<file path="config.mk">
export PLATFORM = sky130hd
export DESIGN_NAME = airc_routing_ctrl
export DESIGN_NICKNAME = d
export VERILOG_FILES = /design/src/include/airc_pkg.sv /design/src/hdl/airc_decim.sv /design/src/hdl/airc_routing_ctrl.sv
export VERILOG_INCLUDE_DIRS = /design/src /design/src/include
export SDC_FILE = /design/constraint.sdc
export NUM_CORES = 1
export LEC_CHECK = 0
export BUFFER_PORTS_ARGS = -buffer_cell sky130_fd_sc_hd__buf_2
export CAP_MARGIN = 20
export CORE_ASPECT_RATIO = 1.5
export CORE_MARGIN = 2
export CORE_UTILIZATION = 61
export DETAILED_ROUTE_END_ITERATION = 10
export PLACE_DENSITY = 0.85
export SKIP_LAST_GASP = 1
export SYNTH_ARGS = -nofsm -noshare
export SYNTH_HDL_FRONTEND = slang
export SYNTH_HIERARCHICAL = 1
export SYNTH_SLANG_ARGS = --single-unit
</file>
<file path="constraint.sdc">
create_clock -name aclk -period 10.1 [get_ports aclk]
set_input_delay 0.505 -clock aclk [delete_from_list [all_inputs] [get_ports aclk]]
set_output_delay 0.505 -clock aclk [all_outputs]
set_load 0.01 [all_outputs]
</file>
<file path="src/include/airc_consts.svh">
`ifndef AIRC_CONSTS_SVH
`define AIRC_CONSTS_SVH

// register byte offsets
`define AIRC_CTRL_OFS 8'h00
`define AIRC_STATUS_OFS 8'h04
`define AIRC_MASK_OFS 8'h08
`define AIRC_STATE_OFS 8'h0c
`define AIRC_SLEEP_OFS 8'h10

// control register fields
`define AIRC_CTRL_W 9
`define AIRC_CTRL_PRE 0
`define AIRC_CTRL_DIFFA 1
`define AIRC_CTRL_PDIFF 2
`define AIRC_CTRL_RMT 5
`define AIRC_CTRL_TXCMD 6
`define AIRC_CTRL_RST 9'h000

// status and mask fields
`define AIRC_EVT_W 4
`define AIRC_EVT_WAKE 0
`define AIRC_EVT_LOC 1
`define AIRC_EVT_RMT 2
`define AIRC_EVT_OVR 3
`define AIRC_EVT_RST 4'h0

// state and sleep register fields
`define AIRC_STATE_MODE 0
`define AIRC_STATE_LINK 1
`define AIRC_STATE_SEL 4
`define AIRC_SLEEP_GO 0

// bus answers
`define AIRC_RESP_OKAY 2'h0
`define AIRC_RESP_SLVERR 2'h2

// converter and result storage
`define AIRC_NUM_INPUTS 11
`define AIRC_DECIM_RATIO 64
`define AIRC_RAM_BASE 8'h00
`define AIRC_RAM_SHIFT 9

// remote link timing
`define AIRC_CLK_NS 20
`define AIRC_LINK_PERIOD_NS 400
`define AIRC_LINK_PULSE_NS 300
`define AIRC_LINK_PERIOD_CYC \
  ((`AIRC_LINK_PERIOD_NS + `AIRC_CLK_NS - 1) / `AIRC_CLK_NS)
`define AIRC_LINK_PULSE_CYC (`AIRC_LINK_PULSE_NS / `AIRC_CLK_NS)
`define AIRC_LINK_CNT_W 8

`endif

</file>
<file path="src/include/airc_pkg.sv">
`include "airc_consts.svh"

package airc_pkg;

  typedef enum logic [0:0] {
    AIRC_RUN = 1'b0,
    AIRC_SLEEP = 1'b1
  } airc_mode_type;

  typedef enum logic [0:0] {
    AIRC_DRIVE = 1'b0,
    AIRC_LISTEN = 1'b1
  } airc_link_type;

  typedef struct packed {
    logic valid;
    logic level;
  } airc_adc_type;

  typedef struct packed {
    logic [3:0] sel;
    logic diff;
    logic preamp;
  } airc_mux_type;

  typedef struct packed {
    logic [5:0] out;
    logic [5:0] oe;
  } airc_pin_drv_type;

  typedef struct packed {
    logic en;
    logic [7:0] addr;
    logic [31:0] data;
  } airc_ram_wr_type;

  typedef struct packed {
    logic aw_have;
    logic [7:0] aw_addr;
    logic w_have;
    logic [31:0] w_data;
    logic [3:0] w_strb;
    logic awready;
    logic wready;
    logic bvalid;
    logic [1:0] bresp;
    logic arready;
    logic rvalid;
    logic [1:0] rresp;
    logic [31:0] rdata;
    logic [`AIRC_CTRL_W-1:0] ctrl;
    logic [`AIRC_EVT_W-1:0] status;
    logic [`AIRC_EVT_W-1:0] mask;
    logic irq;
    airc_mode_type mode;
    logic pb_prev;
    airc_mux_type mux;
    logic loc_pend;
    logic [3:0] loc_addr;
    logic [31:0] loc_data;
    logic [2:0] rmt_pend;
    logic [2:0][31:0] rmt_data;
    airc_ram_wr_type ram;
    logic [`AIRC_LINK_CNT_W-1:0] link_cnt;
    airc_link_type link_phase;
    logic link_pol;
    logic rmt_bv;
    logic [2:0] rmt_bits;
    airc_pin_drv_type pins;
  } airc_state_type;

endpackage : airc_pkg

</file>
<file path="src/hdl/airc_decim.sv">
`timescale 1ns/100ps

module airc_decim #(
  parameter int RATIO = 64,
  parameter int OUT_W = 8
) (
  input wire logic aclk,
  input wire logic clear,
  input wire logic in_valid,
  input wire logic in_level,
  output logic out_valid,
  output logic [OUT_W-1:0] out_data
);
  import airc_pkg::*;

  localparam int CNT_W = $clog2(RATIO);
  localparam logic [CNT_W-1:0] LAST = CNT_W'(RATIO - 1);
  localparam logic [OUT_W-1:0] PLUS = {{(OUT_W-1){1'b0}}, 1'b1};
  localparam logic [OUT_W-1:0] MINUS = {OUT_W{1'b1}};

  typedef struct packed {
    logic [CNT_W-1:0] cnt;
    logic [OUT_W-1:0] acc;
    logic valid;
    logic [OUT_W-1:0] data;
  } airc_decim_state_type;

  airc_decim_state_type s_ff;
  airc_decim_state_type nxt_s;
  logic [OUT_W-1:0] sum;

  always_comb begin
    nxt_s = s_ff;
    nxt_s.valid = 1'b0;
    // each modulator bit counts as plus or minus one
    sum = s_ff.acc + (in_level ? PLUS : MINUS);
    if (in_valid) begin
      if (s_ff.cnt == LAST) begin
        nxt_s.data = sum;
        nxt_s.valid = 1'b1;
        nxt_s.acc = '0;
        nxt_s.cnt = '0;
      end else begin
        nxt_s.acc = sum;
        nxt_s.cnt = s_ff.cnt + 1'b1;
      end
    end
  end

  always_ff @(posedge aclk) begin
    if (clear) begin
      s_ff <= '0;
    end else begin
      s_ff <= nxt_s;
    end
  end

  assign out_valid = s_ff.valid;
  assign out_data = s_ff.data;

endmodule : airc_decim

</file>
<file path="src/hdl/airc_routing_ctrl.sv">
`timescale 1ns/100ps
// Functional notes
// - chip reset pin high holds everything at reset; low runs normally.
// - pushbutton rising edge sets the button wake flag.
// - pushbutton rising edge also leaves sleep mode.
// - local inputs reach the single converter through the input multiplexer.
// - converter output is decimated and written to compute-engine RAM.
// - remote sensor bits bypass the multiplexer into three dedicated decimators, one per remote pair.
// - remote results go straight to their RAM slot, no multiplexer slot used.
// - eleven inputs: eight current, three single-ended line voltage.
// - current inputs work as eight single-ended inputs or four differential pairs.
// - first pair pins are each selectable single-ended or differential.
// - preamp enable routes the first pair through the gain-8 preamp.
// - first pair differential enable makes the first pair differential.
// - remote enable turns remaining six pins into digital balanced pairs.
// - remote enable clear keeps the remaining six pins as analog inputs.
// - the first pair never acts as a remote interface.
// - bidirectional data with the remote sensor over the transformer.
// - dc power reaches the remote sensor as pulses over the transformer.

module airc_routing_ctrl #(
  parameter int DECIM_RATIO = `AIRC_DECIM_RATIO,
  parameter int DECIM_W = 8
) (
  input wire logic aclk,
  input wire logic aresetn,
  input wire logic chip_reset_pin,
  input wire logic pushbutton_input,
  input wire logic [7:0] awaddr,
  input wire logic awvalid,
  output logic awready,
  input wire logic [31:0] wdata,
  input wire logic [3:0] wstrb,
  input wire logic wvalid,
  output logic wready,
  output logic [1:0] bresp,
  output logic bvalid,
  input wire logic bready,
  input wire logic [7:0] araddr,
  input wire logic arvalid,
  output logic arready,
  output logic [31:0] rdata,
  output logic [1:0] rresp,
  output logic rvalid,
  input wire logic rready,
  input wire airc_pkg::airc_adc_type adc,
  output airc_pkg::airc_mux_type mux_ctl,
  output logic preamp_enable,
  output logic first_pair_differential_enable,
  output logic remote_sensor_enable,
  input wire logic [5:0] link_pin_in,
  output airc_pkg::airc_pin_drv_type link_pins,
  output airc_pkg::airc_ram_wr_type ram_wr,
  output logic sleep_state,
  output logic irq
);
  import airc_pkg::*;

  localparam logic [`AIRC_LINK_CNT_W-1:0] LINK_LAST =
    `AIRC_LINK_CNT_W'(`AIRC_LINK_PERIOD_CYC - 1);
  localparam logic [`AIRC_LINK_CNT_W-1:0] LINK_PULSE =
    `AIRC_LINK_CNT_W'(`AIRC_LINK_PULSE_CYC);

  airc_state_type s_ff;
  airc_state_type nxt_s;
  logic srst;
  logic loc_ov;
  logic [DECIM_W-1:0] loc_od;
  logic [2:0] rmt_ov;
  logic [2:0][DECIM_W-1:0] rmt_od;
  logic rmt_clear;
  logic [`AIRC_EVT_W-1:0] evt;
  logic wr_go;
  logic rd_go;
  logic [31:0] rd_val;
  logic [1:0] rd_resp;
  logic done;

  // the chip reset pin acts like the bus reset
  assign srst = !aresetn || chip_reset_pin;

  function automatic logic [31:0] ram_word(input logic [DECIM_W-1:0] d);
    ram_word = {{(32 - DECIM_W - `AIRC_RAM_SHIFT){d[DECIM_W-1]}}, d,
                {`AIRC_RAM_SHIFT{1'b0}}};
  endfunction : ram_word

  function automatic logic [31:0] merge(input logic [31:0] old,
                                        input logic [31:0] val,
                                        input logic [3:0] strb);
    merge = old;
    for (int b = 0; b < 4; b++) begin
      if (strb[b]) begin
        merge[b*8 +: 8] = val[b*8 +: 8];
      end
    end
  endfunction : merge

  // whether a multiplexer slot converts under the current routing
  function automatic logic ch_active(input logic [3:0] c,
                                     input logic [`AIRC_CTRL_W-1:0] ctrl);
    logic [1:0] p;
    p = 2'((c - 4'h2) >> 1);
    ch_active = 1'b1;
    if (c == 4'h1) begin
      ch_active = !ctrl[`AIRC_CTRL_DIFFA];
    end else if (c >= 4'h2 && c <= 4'h7) begin
      if (ctrl[`AIRC_CTRL_RMT]) begin
        ch_active = 1'b0;
      end else if (c[0]) begin
        ch_active = !ctrl[`AIRC_CTRL_PDIFF + int'(p)];
      end
    end else if (c >= 4'(`AIRC_NUM_INPUTS)) begin
      ch_active = 1'b0;
    end
  endfunction : ch_active

  function automatic logic [3:0] next_ch(input logic [3:0] cur,
                                         input logic [`AIRC_CTRL_W-1:0] ctrl);
    logic [3:0] cand;
    logic found;
    cand = cur;
    found = 1'b0;
    next_ch = cur;
    for (int i = 1; i <= `AIRC_NUM_INPUTS; i++) begin
      cand = 4'((32'(cur) + i) % `AIRC_NUM_INPUTS);
      if (!found && ch_active(cand, ctrl)) begin
        next_ch = cand;
        found = 1'b1;
      end
    end
  endfunction : next_ch

  airc_decim #(
    .RATIO(DECIM_RATIO),
    .OUT_W(DECIM_W)
  ) u_loc_decim (
    .aclk(aclk),
    .clear(srst),
    .in_valid(adc.valid && s_ff.mode == AIRC_RUN),
    .in_level(adc.level),
    .out_valid(loc_ov),
    .out_data(loc_od)
  );

  assign rmt_clear = srst || !s_ff.ctrl[`AIRC_CTRL_RMT];

  for (genvar k = 0; k < 3; k++) begin : g_rmt
    airc_decim #(
      .RATIO(DECIM_RATIO),
      .OUT_W(DECIM_W)
    ) u_rmt_decim (
      .aclk(aclk),
      .clear(rmt_clear),
      .in_valid(s_ff.rmt_bv),
      .in_level(s_ff.rmt_bits[k]),
      .out_valid(rmt_ov[k]),
      .out_data(rmt_od[k])
    );
  end

  always_comb begin
    nxt_s = s_ff;
    evt = '0;
    rd_val = 32'h0000_0000;
    rd_resp = `AIRC_RESP_OKAY;
    done = 1'b0;

    // write address and data are taken in either order
    if (awvalid && s_ff.awready) begin
      nxt_s.aw_have = 1'b1;
      nxt_s.aw_addr = awaddr;
    end
    if (wvalid && s_ff.wready) begin
      nxt_s.w_have = 1'b1;
      nxt_s.w_data = wdata;
      nxt_s.w_strb = wstrb;
    end
    if (bvalid && bready) begin
      nxt_s.bvalid = 1'b0;
    end
    wr_go = s_ff.aw_have && s_ff.w_have && !s_ff.bvalid;
    if (wr_go) begin
      nxt_s.aw_have = 1'b0;
      nxt_s.w_have = 1'b0;
      nxt_s.bvalid = 1'b1;
      nxt_s.bresp = `AIRC_RESP_OKAY;
      if (s_ff.aw_addr == `AIRC_CTRL_OFS) begin
        nxt_s.ctrl = `AIRC_CTRL_W'(merge(32'(s_ff.ctrl), s_ff.w_data, s_ff.w_strb));
      end else if (s_ff.aw_addr == `AIRC_MASK_OFS) begin
        nxt_s.mask = `AIRC_EVT_W'(merge(32'(s_ff.mask), s_ff.w_data, s_ff.w_strb));
      end else if (s_ff.aw_addr == `AIRC_SLEEP_OFS) begin
        if (s_ff.w_strb[0] && s_ff.w_data[`AIRC_SLEEP_GO]) begin
          nxt_s.mode = AIRC_SLEEP;
        end
      end else if (s_ff.aw_addr == `AIRC_STATUS_OFS
                   || s_ff.aw_addr == `AIRC_STATE_OFS) begin
        nxt_s.bresp = `AIRC_RESP_OKAY;
      end else begin
        nxt_s.bresp = `AIRC_RESP_SLVERR;
      end
    end
    nxt_s.awready = !nxt_s.aw_have && !nxt_s.bvalid && !wr_go;
    nxt_s.wready = !nxt_s.w_have && !nxt_s.bvalid && !wr_go;

    // read path; a status read clears the sticky bits
    rd_go = arvalid && s_ff.arready;
    if (araddr == `AIRC_CTRL_OFS) begin
      rd_val = 32'(s_ff.ctrl);
    end else if (araddr == `AIRC_STATUS_OFS) begin
      rd_val = 32'(s_ff.status);
    end else if (araddr == `AIRC_MASK_OFS) begin
      rd_val = 32'(s_ff.mask);
    end else if (araddr == `AIRC_STATE_OFS) begin
      rd_val[`AIRC_STATE_MODE] = s_ff.mode;
      rd_val[`AIRC_STATE_LINK] = s_ff.link_phase;
      rd_val[`AIRC_STATE_SEL +: 4] = s_ff.mux.sel;
    end else if (araddr == `AIRC_SLEEP_OFS) begin
      rd_val[`AIRC_SLEEP_GO] = s_ff.mode;
    end else begin
      rd_resp = `AIRC_RESP_SLVERR;
    end
    if (rvalid && rready) begin
      nxt_s.rvalid = 1'b0;
    end
    if (rd_go) begin
      nxt_s.rvalid = 1'b1;
      nxt_s.rdata = rd_val;
      nxt_s.rresp = rd_resp;
      if (araddr == `AIRC_STATUS_OFS) begin
        nxt_s.status = '0;
      end
    end
    nxt_s.arready = !nxt_s.rvalid;

    // pushbutton edge wakes the device and flags it
    nxt_s.pb_prev = pushbutton_input;
    if (pushbutton_input && !s_ff.pb_prev) begin
      evt[`AIRC_EVT_WAKE] = 1'b1;
      nxt_s.mode = AIRC_RUN;
    end

    // multiplexer: current pair, then pairs or single pins, then voltages
    if (!ch_active(s_ff.mux.sel, s_ff.ctrl)) begin
      nxt_s.mux.sel = next_ch(s_ff.mux.sel, s_ff.ctrl);
    end else if (loc_ov) begin
      nxt_s.mux.sel = next_ch(s_ff.mux.sel, s_ff.ctrl);
    end
    nxt_s.mux.preamp = s_ff.ctrl[`AIRC_CTRL_PRE] && nxt_s.mux.sel < 4'h2;
    nxt_s.mux.diff = 1'b0;
    if (nxt_s.mux.sel == 4'h0) begin
      nxt_s.mux.diff = s_ff.ctrl[`AIRC_CTRL_DIFFA];
    end else if (nxt_s.mux.sel >= 4'h2 && nxt_s.mux.sel <= 4'h7
                 && !nxt_s.mux.sel[0]) begin
      nxt_s.mux.diff = s_ff.ctrl[`AIRC_CTRL_PDIFF + int'((nxt_s.mux.sel - 4'h2) >> 1)];
    end

    // one RAM write per cycle; local results first
    nxt_s.ram.en = 1'b0;
    if (s_ff.loc_pend) begin
      nxt_s.ram.en = 1'b1;
      nxt_s.ram.addr = `AIRC_RAM_BASE + {4'h0, s_ff.loc_addr};
      nxt_s.ram.data = s_ff.loc_data;
      nxt_s.loc_pend = 1'b0;
    end else begin
      for (int k = 2; k >= 0; k--) begin
        if (s_ff.rmt_pend[k]) begin
          nxt_s.ram.en = 1'b1;
          nxt_s.ram.addr = `AIRC_RAM_BASE + 8'(2 * k + 2);
          nxt_s.ram.data = s_ff.rmt_data[k];
          nxt_s.rmt_pend = s_ff.rmt_pend & ~(3'h1 << k);
        end
      end
    end
    if (loc_ov) begin
      evt[`AIRC_EVT_LOC] = 1'b1;
      if (nxt_s.loc_pend) begin
        evt[`AIRC_EVT_OVR] = 1'b1;
      end
      nxt_s.loc_pend = 1'b1;
      nxt_s.loc_addr = s_ff.mux.sel;
      nxt_s.loc_data = ram_word(loc_od);
    end
    for (int k = 0; k < 3; k++) begin
      if (rmt_ov[k]) begin
        evt[`AIRC_EVT_RMT] = 1'b1;
        if (nxt_s.rmt_pend[k]) begin
          evt[`AIRC_EVT_OVR] = 1'b1;
        end
        nxt_s.rmt_pend[k] = 1'b1;
        nxt_s.rmt_data[k] = ram_word(rmt_od[k]);
      end
    end

    // remote link: drive power pulses, then listen for one modulator bit
    nxt_s.rmt_bv = 1'b0;
    if (s_ff.ctrl[`AIRC_CTRL_RMT] && s_ff.mode == AIRC_RUN) begin
      nxt_s.link_cnt = (s_ff.link_cnt == LINK_LAST) ? '0 : s_ff.link_cnt + 1'b1;
      if (s_ff.link_cnt == LINK_LAST) begin
        nxt_s.link_pol = !s_ff.link_pol;
        nxt_s.rmt_bv = 1'b1;
        for (int k = 0; k < 3; k++) begin
          nxt_s.rmt_bits[k] = link_pin_in[2 * k];
        end
      end
      nxt_s.link_phase = (nxt_s.link_cnt < LINK_PULSE) ? AIRC_DRIVE : AIRC_LISTEN;
      for (int k = 0; k < 3; k++) begin
        // pulse polarity alternates for power; the command bit flips it
        nxt_s.pins.out[2 * k] = nxt_s.link_pol
                                ^ s_ff.ctrl[`AIRC_CTRL_TXCMD + k];
        nxt_s.pins.out[2 * k + 1] = !nxt_s.pins.out[2 * k];
      end
      nxt_s.pins.oe = (nxt_s.link_phase == AIRC_DRIVE) ? 6'h3f : 6'h00;
    end else begin
      nxt_s.link_cnt = '0;
      nxt_s.link_phase = AIRC_DRIVE;
      nxt_s.pins.out = 6'h00;
      nxt_s.pins.oe = 6'h00;
    end

    // events are sticky; a set in the clearing cycle survives
    nxt_s.status = nxt_s.status | evt;
    done = |(nxt_s.status & nxt_s.mask);
    nxt_s.irq = done;
  end

  always_ff @(posedge aclk) begin
    if (srst) begin
      s_ff <= '0;
    end else begin
      s_ff <= nxt_s;
    end
  end

  assign awready = s_ff.awready;
  assign wready = s_ff.wready;
  assign bvalid = s_ff.bvalid;
  assign bresp = s_ff.bresp;
  assign arready = s_ff.arready;
  assign rvalid = s_ff.rvalid;
  assign rresp = s_ff.rresp;
  assign rdata = s_ff.rdata;
  assign mux_ctl = s_ff.mux;
  // the first pair has no link pins, so it can never turn remote
  assign link_pins = s_ff.pins;
  assign ram_wr = s_ff.ram;
  assign preamp_enable = s_ff.ctrl[`AIRC_CTRL_PRE];
  assign first_pair_differential_enable = s_ff.ctrl[`AIRC_CTRL_DIFFA];
  assign remote_sensor_enable = s_ff.ctrl[`AIRC_CTRL_RMT];
  assign sleep_state = s_ff.mode;
  assign irq = s_ff.irq;

endmodule : airc_routing_ctrl

</file>
==> reports/results.ini <==
[timing]
worst_slew_pin_slew_ns=1.02
drv_slew=0
finClkSkew_ns=0.0153
hold-worst-slack_ns=0.241
tns_ns=0
finalWorstSetupSlack_ns=1.11
finalSetupViolCount=0
hold_violations=0
period_needed_ns=8.99
fmax_mhz=111
rsz0062_at_grt=false
max_slew_margin_pct=31.5
timing.final.crit_share_pct=89.0

[clock_network]
cts_setup_buffers=0
cts_tree=done
numCtsBuffers=20
clk_pin_slew_worst_paths_ns=0.07
cts_resized=0
cts_sinks=229
cts-htree-levels=1
ctsLongestPathBuffers=3
root_buffer=clkbuf_16
clkLatencyLatePin_ns=0.49
postCtsHoldBufs=0

[critical_path]
crit_top_cell=ha_1
critical_path_class=reg -> reg
path_max_fanout=14
arrival_ns=9.43
cp.required_ns=10.54
crit_family=compound AO/OA/AOI/OAI gates
startpoint_type=register
slowest_stage=xnor2_1
r2r_slack_ns=1.11
path_buf_inv=5
slowest_delay_ns=0.84
crit_path_end_kind=register

[logic_synthesis]
synth-seq-cells=229
synth_compound_area_share_pct=22.8
synthAdderAreaFrac_pct=6.15
synth_area_sq_um=16800
avgSynthCellArea_sq_um=7.86
synth_warnings=6
synth_cell_types=104
synth-main-ff-cell=dfxtp_1
synthArstFlopShare_pct=0
synth_edf_count=0
synthMuxAreaShare_pct=6.31
synth-xor-area-share_pct=4.54
syn_inst=2133
post_synth_and_or_nand_nor_area_fraction_pct=22.2
synth_top_family_by_area=compound AO/OA/AOI/OAI gates
synth_seq_area_share_pct=27.3

[final_layout]
layout.cells.most_common=nor2_1
final_util_pct=63.6
nets=2238
fillers=2331
final_cell_mix=228 x nor2_1, 227 x dfxtp_1, 196 x nand2_1
drive_gt1_share_pct=11.4
stdcell_area_sq_um=17300
fin_cells=2446
area_growth_pct=2.93

[detailed_routing]
drt_wl_total_um=45100
ant_nets=0
drc=0
dr.pass1.iters=6
drt_iter0_drc=1150
viasPerCell=6.25
wire_per_inst_um=18.4
vias=15288

[placement]
place_congestion=1.02
place_ws_ns=1.44
dp_hpwl_um=33200
numPortBuffers=107
placed_cell_area_sq_um=16600
dp_cells=2409

[floorplan]
fp.dieH_um=207
rows=74
core_sq_um=27100
die-width_um=139
ios=174
die-area_sq_um=28900
start_util_pct=61.8

[power_and_ir_drop]
peakVddDrop_mv=0.156
powerDensity_nw_per_um2=101
p_leak_nw=6.79
clkPwrFrac_pct=44.5
intPower_mw=1.37
seqPwrFrac_pct=52.1
swShare_pct=21.6
p_sw_uw=377
p_total_mw=1.75
p_comb_share_pct=3.5

[global_route]
antenna_found_initial=2
grt_usage_pct=29.7
grt_pass1_wl_um=72000
overflow=0
grt_max_degree=94
grt_pass1_vias=14671

[run]
maxCapViolCount=0

[worst_hold_path]
hp-class=in -> reg

[run_status]
outcome=finished, final reports clean

==> cells in the mapped netlist (all sizes together), types with 41 or more instances <==
cell type,count,area [sq um]
a21oi,178,925
buf,166,1210
clkbuf,65,245
dfxtp,229,4580
ha,76,951
inv,81,307
mux2i,90,901
nand2,201,764
nand3,59,295
nor2,228,856
nor2b,44,275
nor3,64,332
o211ai,41,313
o21ai,77,385
xnor2,53,498
==> cells by family after synthesis <==
logic type | Yosys count
AO/OA/AOI/OAI | 555
XOR/XNOR | 81
adder cells (fa/ha/maj) | 80
buffers and inverters | 315
flip-flops | 229
multiplexers | 103
other | 1
AND/OR/NAND/NOR | 769
==> sequential cells by signal, indices dropped and copies added (netlist names), 3 cells and up <==
signal and count:
g_rmt.u_rmt_decim/out_data 24, g_rmt.u_rmt_decim/out_valid 3, g_rmt.u_rmt_decim/s_ff 42, link_pins 7, mux_ctl 6, ram_wr 13
rdata 9, s_ff 90, u_loc_decim/out_data 8, u_loc_decim/s_ff 14
==> power by group through the flow <==
stage	clock [mW]	combinational, mW	sequential, mW
2_1_floorplan	0	0.0518	0.930
3_3_place_gp	0	0.0582	0.930
3_5_place_dp	0	0.0591	0.930
4_1_cts	0.786	0.0595	0.910
5_1_grt	0.817	0.0662	0.910
6_report	0.778	0.0603	0.910
==> metal layers <==
metal / GRT usage (%) / share of wire, %
met5: 0 / 0.018
met1: 31.2 / 37
met4: 17.7 / 6.4
met2: 56.0 / 52
met3: 3.42 / 4.9
==> cell type report <==
type / instances / area (sq um) / share of cell area, %
multi-input combinational: 1626 / 10600 / 61.1
sequential: 229 / 4590 / 26.6
timing repair buffer: 128 / 693 / 4.02
clock buffer: 30 / 649 / 3.76
tap: 342 / 428 / 2.48
inverter: 84 / 320 / 1.86
clock inverter: 4 / 23.8 / 0.138
antenna: 3 / 7.51 / 0.0435
==> worst reg2reg max path: cells and delay by family (launching register included) <==
kind | cells | cell delay, ns
mux | 2 | 0.63
flops | 1 | 0.31
compound gates | 11 | 2.60
simple gates | 7 | 1.54
xor+xnor | 2 | 1.08
buf+inv | 5 | 1.06
fa+ha+maj | 5 | 1.73
==> path summary, 6_finish.rpt <==
check,from,cells past startpoint,endpoint
hold / removal,pushbutton_input,2,s_ff[209]
setup reg to reg,mux_ctl[2],32,mux_ctl[1]
hold reg to reg,s_ff[306],1,wready
setup / recovery,mux_ctl[2],32,mux_ctl[1]
Power figures use the tool's default switching activity.
